**src/include/dss_pkg.sv**
```systemverilog
// package for the ddc channel sync-source select bank
// assumes a single 40 mhz clock domain and a 32-bit avalon-mm slave port
package dss_pkg;

    ////////////////////////////////////////////////////////////////////////
    // clock and bus geometry
    localparam int          CLK_HZ          = 40_000_000;
    localparam int          ADDR_W          = 8;
    localparam int          DATA_W          = 32;
    localparam int          REG_W           = 16;
    localparam int          IDX_W           = 6;

    ////////////////////////////////////////////////////////////////////////
    // register indices; byte address is four times the index
    localparam logic [5:0]  IDX_TADJ_GAIN   = 6'h1c;
    localparam logic [5:0]  IDX_OSC         = 6'h1d;
    localparam logic [5:0]  IDX_CHECKSUM    = 6'h20;
    localparam logic [5:0]  IDX_ONESHOT     = 6'h3e;
    localparam logic [5:0]  IDX_PAGE        = 6'h3f;

    ////////////////////////////////////////////////////////////////////////
    // paging: page value is {4'h0, channel nibble, group byte}
    localparam logic [3:0]  PAGE_TOP        = 4'h0;
    localparam logic [7:0]  PAGE_GRP_SYNC   = 8'h00;
    localparam logic [7:0]  PAGE_GRP_CHK    = 8'h20;

    ////////////////////////////////////////////////////////////////////////
    // field positions inside both sync registers
    localparam int          SEL_W           = 3;
    localparam int          SEL_HI_LSB      = 12;
    localparam int          SEL_MH_LSB      = 8;
    localparam int          SEL_ML_LSB      = 4;
    localparam int          SEL_LO_LSB      = 0;
    localparam logic [15:0] SYNC_FIELD_MASK = 16'h7777;

    ////////////////////////////////////////////////////////////////////////
    // reset values
    localparam logic [15:0] TADJ_GAIN_RST   = 16'h0000;
    localparam logic [15:0] OSC_RST         = 16'h0000;
    localparam logic [15:0] CHECKSUM_RST    = 16'h0000;
    localparam logic [15:0] PAGE_RST        = 16'h0000;

    ////////////////////////////////////////////////////////////////////////
    // sync source codes
    localparam logic [2:0]  SSEL_EXT_A      = 3'h0;
    localparam logic [2:0]  SSEL_EXT_B      = 3'h1;
    localparam logic [2:0]  SSEL_EXT_C      = 3'h2;
    localparam logic [2:0]  SSEL_EXT_D      = 3'h3;
    localparam logic [2:0]  SSEL_COUNTER    = 3'h4;
    localparam logic [2:0]  SSEL_ONESHOT    = 3'h5;
    localparam logic [2:0]  SSEL_LOW        = 3'h6;
    localparam logic [2:0]  SSEL_HIGH       = 3'h7;

    typedef struct packed {
        logic ext_a;
        logic ext_b;
        logic ext_c;
        logic ext_d;
        logic counter;
        logic oneshot;
    } dss_sync_src_type;

    typedef struct packed {
        logic tadj_fine;
        logic tadj_reg;
        logic gain_load;
        logic agc_init;
        logic nco_reset;
        logic dither_reset;
        logic freq_load;
        logic phase_load;
    } dss_sync_out_type;

    typedef enum logic [0:0] {
        BUS_IDLE = 1'b0,
        BUS_ACK  = 1'b1
    } dss_bus_state_type;

    function automatic logic dss_pick(input logic [2:0]       sel,
                                      input dss_sync_src_type src);
        logic r;
        case (sel)
            SSEL_EXT_A:   r = src.ext_a;
            SSEL_EXT_B:   r = src.ext_b;
            SSEL_EXT_C:   r = src.ext_c;
            SSEL_EXT_D:   r = src.ext_d;
            SSEL_COUNTER: r = src.counter;
            SSEL_ONESHOT: r = src.oneshot;
            SSEL_LOW:     r = 1'b0;
            SSEL_HIGH:    r = 1'b1;
            default:      r = 1'b0;
        endcase
        return r;
    endfunction

endpackage

```
**src/hw/dss_pin_sync.sv**
```systemverilog
// two-flop synchroniser for the external sync pins
// assumes the pins are asynchronous to CLK
module dss_pin_sync
    import dss_pkg::*;
(
    input  wire logic       clk,
    input  wire logic       srst,
    input  wire logic [3:0] pin_in,
    output logic      [3:0] pin_sync
);

    logic [3:0] meta_reg;
    logic [3:0] meta_next;
    logic [3:0] sync_reg;
    logic [3:0] sync_next;

    // first stage feeds only the second stage
    always_comb begin
        meta_next = pin_in;
        sync_next = meta_reg;
    end

    always_ff @(posedge clk) begin
        if (srst) begin
            meta_reg <= 4'h0;
            sync_reg <= 4'h0;
        end else begin
            meta_reg <= meta_next;
            sync_reg <= sync_next;
        end
    end

    assign pin_sync = sync_reg;

endmodule

```
**src/hw/dss_sync_select.sv**
```systemverilog
// one registered sync-source multiplexer
// assumes sources are already in the CLK domain
module dss_sync_select
    import dss_pkg::*;
(
    input  wire logic             clk,
    input  wire logic             srst,
    input  wire logic [2:0]       sel,
    input  wire dss_sync_src_type src,
    output logic                  sync_out
);

    logic sync_reg;
    logic sync_next;

    always_comb begin
        sync_next = dss_pick(sel, src);
    end

    always_ff @(posedge clk) begin
        if (srst) begin
            sync_reg <= 1'b0;
        end else begin
            sync_reg <= sync_next;
        end
    end

    assign sync_out = sync_reg;

endmodule

```
**src/hw/dss_bank.sv**
```systemverilog
// ddc channel sync-source select bank with avalon-mm slave
// assumes one 40 mhz clock, synchronous reset, paged register access
//
// Overview of operation
// - bits 14:12 of index 0x1C pick the sync for fine time-adjust stuffing.
// - bits 10:8 of index 0x1C pick the sync that updates time-adjust values.
// - bits 6:4 of index 0x1C pick the sync that loads the agc gain value.
// - bits 2:0 of index 0x1C pick the sync that initialises the agc.
// - bits 14:12 of index 0x1D pick the sync that resets the nco phase acc.
// - bits 10:8 of index 0x1D pick the sync that resets the dither source.
// - bits 6:4 of index 0x1D pick the sync that loads a new nco frequency.
// - bits 2:0 of index 0x1D pick the sync that loads a new phase offset.
// - the 16-bit self-test checksum is readable in its own register.
// - the checksum register at index 0x20 is read-only, writes are dropped.
// - sync and checksum registers answer only on page 2*channel+1, groups 0x00 and 0x20.
// - codes 0-3 pick pins a-d, 4 counter, 5 one-shot, 6 low, 7 high.
module dss_bank
    import dss_pkg::*;
#(
    parameter logic [2:0] CHANNEL_INDEX = 3'h0
)
(
    input  wire logic              CLK,
    input  wire logic              SRST,
    input  wire logic [7:0]        AVS_ADDRESS,
    input  wire logic              AVS_READ,
    input  wire logic              AVS_WRITE,
    input  wire logic [31:0]       AVS_WRITEDATA,
    input  wire logic [3:0]        AVS_BYTEENABLE,
    output logic      [31:0]       AVS_READDATA,
    output logic                   AVS_WAITREQUEST,
    input  wire logic              EXTERNAL_SYNC_INPUT_A,
    input  wire logic              EXTERNAL_SYNC_INPUT_B,
    input  wire logic              EXTERNAL_SYNC_INPUT_C,
    input  wire logic              EXTERNAL_SYNC_INPUT_D,
    input  wire logic              SYNC_COUNTER_EVENT,
    input  wire logic [15:0]       SELFTEST_SUM,
    input  wire logic              SELFTEST_DONE,
    output dss_sync_out_type       SYNC_EVENTS
);

    ////////////////////////////////////////////////////////////////////////
    // helpers

    function automatic logic page_is(input logic [15:0] page,
                                     input logic [7:0]  grp);
        logic [3:0] nib;
        nib = {CHANNEL_INDEX, 1'b1};
        return page == {PAGE_TOP, nib, grp};
    endfunction

    // byte lanes 0 and 1 carry the 16-bit register
    function automatic logic [15:0] merge(input logic [15:0] old,
                                          input logic [31:0] wd,
                                          input logic [3:0]  be);
        logic [15:0] r;
        r = old;
        if (be[0]) begin
            r[7:0] = wd[7:0];
        end
        if (be[1]) begin
            r[15:8] = wd[15:8];
        end
        return r;
    endfunction

    ////////////////////////////////////////////////////////////////////////
    // state

    dss_bus_state_type state_reg;
    dss_bus_state_type state_next;
    logic              waitreq_reg;
    logic              waitreq_next;
    logic [31:0]       rdata_reg;
    logic [31:0]       rdata_next;
    logic [15:0]       page_reg;
    logic [15:0]       page_next;
    logic [15:0]       tadj_gain_reg;
    logic [15:0]       tadj_gain_next;
    logic [15:0]       osc_reg;
    logic [15:0]       osc_next;
    logic [15:0]       checksum_reg;
    logic [15:0]       checksum_next;
    logic              oneshot_reg;
    logic              oneshot_next;

    logic [5:0]        idx;
    logic              req;
    logic              wr_take;
    logic              sync_page;
    logic              chk_page;
    logic [15:0]       rd_value;
    logic [3:0]        pins_sync;
    dss_sync_src_type  src;
    logic [7:0]        sync_vec;

    assign idx       = AVS_ADDRESS[7:2];
    assign req       = AVS_READ | AVS_WRITE;
    // write lands at the edge the master sees waitrequest low
    assign wr_take   = AVS_WRITE & (state_reg == BUS_ACK);
    assign sync_page = page_is(page_reg, PAGE_GRP_SYNC);
    assign chk_page  = page_is(page_reg, PAGE_GRP_CHK);

    ////////////////////////////////////////////////////////////////////////
    // bus handshake: one wait cycle, then one cycle with waitrequest low

    always_comb begin
        state_next = state_reg;
        case (state_reg)
            BUS_IDLE: begin
                if (req) begin
                    state_next = BUS_ACK;
                end
            end
            BUS_ACK: begin
                state_next = BUS_IDLE;
            end
            default: begin
                state_next = BUS_IDLE;
            end
        endcase
        waitreq_next = (state_next != BUS_ACK);
    end

    always_ff @(posedge CLK) begin
        if (SRST) begin
            state_reg   <= BUS_IDLE;
            waitreq_reg <= 1'b1;
        end else begin
            state_reg   <= state_next;
            waitreq_reg <= waitreq_next;
        end
    end

    ////////////////////////////////////////////////////////////////////////
    // read mux; unmapped or off-page reads return zero

    always_comb begin
        rd_value = 16'h0000;
        if (idx == IDX_TADJ_GAIN && sync_page) begin
            rd_value = tadj_gain_reg & SYNC_FIELD_MASK;
        end else if (idx == IDX_OSC && sync_page) begin
            rd_value = osc_reg & SYNC_FIELD_MASK;
        end else if (idx == IDX_CHECKSUM && chk_page) begin
            rd_value = checksum_reg;
        end else if (idx == IDX_PAGE) begin
            rd_value = page_reg;
        end
        rdata_next = rdata_reg;
        if (AVS_READ && state_reg == BUS_IDLE) begin
            rdata_next = {16'h0000, rd_value};
        end
    end

    always_ff @(posedge CLK) begin
        if (SRST) begin
            rdata_reg <= 32'h0000_0000;
        end else begin
            rdata_reg <= rdata_next;
        end
    end

    ////////////////////////////////////////////////////////////////////////
    // register writes

    always_comb begin
        page_next      = page_reg;
        tadj_gain_next = tadj_gain_reg;
        osc_next       = osc_reg;
        checksum_next  = checksum_reg;
        oneshot_next   = 1'b0;
        if (wr_take && idx == IDX_PAGE) begin
            page_next = merge(page_reg, AVS_WRITEDATA, AVS_BYTEENABLE);
        end
        if (wr_take && idx == IDX_TADJ_GAIN && sync_page) begin
            // unused bits never stored
            tadj_gain_next = merge(tadj_gain_reg, AVS_WRITEDATA,
                                   AVS_BYTEENABLE) & SYNC_FIELD_MASK;
        end
        if (wr_take && idx == IDX_OSC && sync_page) begin
            osc_next = merge(osc_reg, AVS_WRITEDATA,
                             AVS_BYTEENABLE) & SYNC_FIELD_MASK;
        end
        // bus writes never reach the checksum
        if (SELFTEST_DONE) begin
            checksum_next = SELFTEST_SUM;
        end
        // any write to the trigger index fires the one-shot source
        if (wr_take && idx == IDX_ONESHOT) begin
            oneshot_next = 1'b1;
        end
    end

    always_ff @(posedge CLK) begin
        if (SRST) begin
            page_reg      <= PAGE_RST;
            tadj_gain_reg <= TADJ_GAIN_RST;
            osc_reg       <= OSC_RST;
            checksum_reg  <= CHECKSUM_RST;
            oneshot_reg   <= 1'b0;
        end else begin
            page_reg      <= page_next;
            tadj_gain_reg <= tadj_gain_next;
            osc_reg       <= osc_next;
            checksum_reg  <= checksum_next;
            oneshot_reg   <= oneshot_next;
        end
    end

    ////////////////////////////////////////////////////////////////////////
    // sync sources and selection

    dss_pin_sync u_pin_sync (
        .clk      (CLK),
        .srst     (SRST),
        .pin_in   ({EXTERNAL_SYNC_INPUT_A, EXTERNAL_SYNC_INPUT_B,
                    EXTERNAL_SYNC_INPUT_C, EXTERNAL_SYNC_INPUT_D}),
        .pin_sync (pins_sync)
    );

    // counter event comes from on-chip logic, so no synchroniser
    assign src.ext_a   = pins_sync[3];
    assign src.ext_b   = pins_sync[2];
    assign src.ext_c   = pins_sync[1];
    assign src.ext_d   = pins_sync[0];
    assign src.counter = SYNC_COUNTER_EVENT;
    assign src.oneshot = oneshot_reg;

    // decode of each selector code
    dss_sync_select u_tadj_fine (
        .clk      (CLK),
        .srst     (SRST),
        .sel      (tadj_gain_reg[SEL_HI_LSB +: SEL_W]),
        .src      (src),
        .sync_out (sync_vec[7])
    );

    dss_sync_select u_tadj_reg (
        .clk      (CLK),
        .srst     (SRST),
        .sel      (tadj_gain_reg[SEL_MH_LSB +: SEL_W]),
        .src      (src),
        .sync_out (sync_vec[6])
    );

    dss_sync_select u_gain_load (
        .clk      (CLK),
        .srst     (SRST),
        .sel      (tadj_gain_reg[SEL_ML_LSB +: SEL_W]),
        .src      (src),
        .sync_out (sync_vec[5])
    );

    dss_sync_select u_agc_init (
        .clk      (CLK),
        .srst     (SRST),
        .sel      (tadj_gain_reg[SEL_LO_LSB +: SEL_W]),
        .src      (src),
        .sync_out (sync_vec[4])
    );

    dss_sync_select u_nco_reset (
        .clk      (CLK),
        .srst     (SRST),
        .sel      (osc_reg[SEL_HI_LSB +: SEL_W]),
        .src      (src),
        .sync_out (sync_vec[3])
    );

    dss_sync_select u_dither_reset (
        .clk      (CLK),
        .srst     (SRST),
        .sel      (osc_reg[SEL_MH_LSB +: SEL_W]),
        .src      (src),
        .sync_out (sync_vec[2])
    );

    dss_sync_select u_freq_load (
        .clk      (CLK),
        .srst     (SRST),
        .sel      (osc_reg[SEL_ML_LSB +: SEL_W]),
        .src      (src),
        .sync_out (sync_vec[1])
    );

    dss_sync_select u_phase_load (
        .clk      (CLK),
        .srst     (SRST),
        .sel      (osc_reg[SEL_LO_LSB +: SEL_W]),
        .src      (src),
        .sync_out (sync_vec[0])
    );

    ////////////////////////////////////////////////////////////////////////
    // outputs, all from flip-flops

    assign AVS_READDATA    = rdata_reg;
    assign AVS_WAITREQUEST = waitreq_reg;
    assign SYNC_EVENTS     = dss_sync_out_type'(sync_vec);

endmodule

```
**config.mk**
```make
export PLATFORM = sky130hd
export DESIGN_NAME = dss_bank
export DESIGN_NICKNAME = d
export VERILOG_FILES = /design/src/include/dss_pkg.sv /design/src/hw/dss_pin_sync.sv /design/src/hw/dss_sync_select.sv /design/src/hw/dss_bank.sv
export SDC_FILE = /design/constraint.sdc
export NUM_CORES = 1
export LEC_CHECK = 0
export BUFFER_PORTS_ARGS = -buffer_cell sky130_fd_sc_hd__buf_2
export CORE_MARGIN = 2
export CORE_UTILIZATION = 35
export CTS_CLUSTER_DIAMETER = 30
export DETAILED_ROUTE_END_ITERATION = 10
export PLACE_DENSITY = 0.61
export REMOVE_ABC_BUFFERS = 1
export SKIP_LAST_GASP = 1
export SLEW_MARGIN = 20
export SYNTH_ARGS = -nofsm -noshare
export SYNTH_HDL_FRONTEND = slang
export SYNTH_HIERARCHICAL = 1
export SYNTH_SLANG_ARGS = --single-unit
```
**constraint.sdc**
```tcl
create_clock -name CLK -period 2.35 [get_ports CLK]
set_clock_uncertainty 0.2 [all_clocks]
set_input_delay 0.1175 -clock CLK [delete_from_list [all_inputs] [get_ports CLK]]
set_output_delay 0.1175 -clock CLK [all_outputs]
set_load 0.005 [all_outputs]
```
==> summary.txt <==
Pwr
  • Worst IR Drop VDD: 0.319 mV
  • Logic pwr share: 0.083
  • Reg power frac: 0.503
  • Sw Share: 0.232
  • Int Pwr: 2.43 mW
  • Pwr dens: 574 nW/um2
  • Leakage: 2.20 nW
  • Switch Pwr: 736 uW
  • Clock power share: 0.414

Detailed routing
  • Iteration-0 DRC Markers: 286
  • Remaining DRCs: 0
  • Average wire per standard cell: 14.7 um
  • Vias: 3,743
  • DRT Pass-1 Iters: 4
  • Vias/cell: 4.87
  • Antenna viol nets, final: 0
  • WL final: 11.3 mm

Logic synthesis
  • Mapped Avg Cell Area: 8.98 um2
  • Post-synth EDFFs: 0
  • Top_reg_cell synth: dfxtp_1
  • Syn Inst Count: 482
  • FF+latch count, synth: 91
  • Post-synth ARST share: 0
  • Netlist cell types: 38
  • YS warnings: 6
  • Post-synthesis sequential area ratio: 0.421
  • Syn Std Cell Area: 4330 um2

Clocking
  • Resized cells post-CTS: 0
  • Max Root-Sink Buffers: 2
  • CTS H-tree lvls: 3
  • CTS tree: built
  • Clock-pin transition on the worst setup and hold timing paths: 0.06 ns
  • Worst-Skew Late Latency: 0.34 ns
  • CTS root buf: clkbuf_16
  • CTS Sinks: 91
  • CTS buffer count: 9

Placement
  • IO Port Bufs: 74
  • DP HPWL: 8.06 mm
  • Post-DP Area: 4870 um2
  • Placer congestion estimate: 0.830

Final layout
  • Antenna fix cells: 0
  • Post-route cell area: 5520 um2
  • Area grow syn2layout: 27.5%
  • Nets: 667
  • Layout cells sized above 1: 0.198

Floorplan
  • Initial core utilization: 0.359
  • Die ar.: 13,300 um2
  • Core area: 12,100 um2
  • # IOs: 111
  • Row count: 40
  • Chip height: 115 um
  • Die Width: 115 um

Setup path
  • WS Path Type: flip-flop to flip-flop
  • Endpoint class of the critical path: flip-flop
  • CP startpoint kind: flip-flop
  • Worst EP required: 2.41 ns
  • Data arrival, critical path: 2.25 ns
  • Worst-path maximum fanout: 11

GRT
  • GRT Residual Overflow: 0
  • First-pass GRT wire length: 18.1 mm
  • Largest net degree at the start of global routing: 69
  • Gr usage total: 0.173
  • Initial antenna violation count: 0
  • Vias in the first global route: 3,610

Flow run
  • Max-cap violations: 0

STA
  • Fin crit period: 2.19 ns
  • Slew margin rel.: 0.527
  • Final Setup Violations: 0
  • Slew Limit Fails: 0
  • Fin crit share: 0.933
  • Fmax: 0.456 GHz
  • RSZ-0062 raised after global routing: no
  • Final Hold Viols: 0
  • Setup tns final: 0 ns
  • Slew @ Worst Pin: 0.709 ns

Status
  • Status: finished clean

Hold path
  • Worst hold path type: input port to flip-flop
==> synth_stat cells, drive strengths merged, types with 2 or more instances <==
cell type	number	area share
dfxtp	91	0.42
nor2	57	0.049
mux2i	56	0.13
nand2	45	0.039
a21oi	25	0.029
o21ai	24	0.028
clkbuf	20	0.017
buf	19	0.031
nand3b	17	0.029
a31oi	15	0.022
inv	15	0.013
nor3	13	0.015
and2	12	0.017
nand3	10	0.012
nor2b	10	0.014
nor4	8	0.036
o211a	8	0.019
mux2	7	0.018
o2bb2ai	5	0.010
a211oi	4	0.0069
a22o	4	0.0081
nand4	4	0.0093
nor4b	3	0.0095
and3	2	0.0029
and4	2	0.0040
==> worst max-delay path: stages, from the launching register on <==
cell and delay (ns):
dfxtp_1 0.36, nor4_4 0.36, nand4_4 0.30, nor2_1 0.41
buf_4 0.21, nand3_1 0.07, a31oi_1 0.18
==> metrics by stage <==
step / power (mW) / std cells / hold WS (ns) / utilization / setup slack (ns)
after global placement: 1.83 / 716 / 0.134 / 0.404 / 0.241
final: 3.17 / 769 / 0.0308 / 0.457 / 0.159
after detailed placement: 1.84 / 716 / 0.129 / 0.404 / 0.163
after CTS: 3.21 / 769 / 0.0229 / 0.457 / 0.149
after global routing: 3.28 / 769 / 0.0603 / 0.457 / 0.00197
after floorplan: 1.71 / 458 / -0.0134 / - / 0.304
==> timing repair <==
item                                   CTS  global route
hold buffers                            38             0
endpoints found under the hold margin   62             0
buffers inserted                         0             0
==> kinds of logic after synthesis <==
logic type,Yosys count,share of synthesized area
simple gates,185,0.241
flops,91,0.421
compound gates,88,0.128
mux,63,0.148
buf+inv,54,0.0613
other cells,1,0.000867
==> path summary, 6_finish.rpt <==
check             slack, ns                endpoint  cells past startpoint                   start
setup / recovery       0.16        AVS_READDATA[12]                      6             page_reg[1]
setup reg to reg       0.16        AVS_READDATA[12]                      6             page_reg[1]
hold reg to reg        0.23  u_pin_sync/pin_sync[1]                      1  u_pin_sync/meta_reg[1]
hold / removal         0.03             oneshot_reg                      4          AVS_ADDRESS[3]
==> power groups by stage <==
stage	combinational, mW	clock, mW	sequential [mW]
after floorplan	0.0904	0	1.62
after global placement	0.210	0	1.63
after detailed placement	0.213	0	1.63
after CTS	0.264	1.35	1.59
after global routing	0.291	1.40	1.59
final	0.263	1.31	1.59
==> layout by cell type (no fill, tap or decap), types with 5 or more instances in the layout <==
master and n:
dfxtp_1 91, buf_2 74, nor2_1 57, mux2i_1 56, nand2_1 45, dlygate4sd3_1 38
a21oi_1 25, nand3b_1 17, o21ai_0 16, conb_1 16, buf_4 16, inv_1 15
a31oi_1 15, nor3_1 13, nand3_1 10, nor2b_1 10, clkbuf_16 9, and2_1 8
o21ai_1 8, o211a_1 8, nor4_4 7, mux2_2 7, o2bb2ai_1 5
==> layer usage <==
metal	wire length, um	global-route usage	vias up
met4	216	0.0803	0
met3	384	0.0206	13
met5	0	0	-
met2	5410	0.287	103
met1	5300	0.226	1732
li1	-	-	1895
==> cell type report <==
type | count | area [um2]
inverter | 15 | 56.3
fill | 1192 | 6550
sequential | 91 | 1820
clock inverter | 3 | 15.0
multi-input combinational | 352 | 2300
clock buffer | 12 | 246
timing repair buffer | 128 | 871
tap | 168 | 210
No activity file was read; power rests on OpenSTA's default activity.
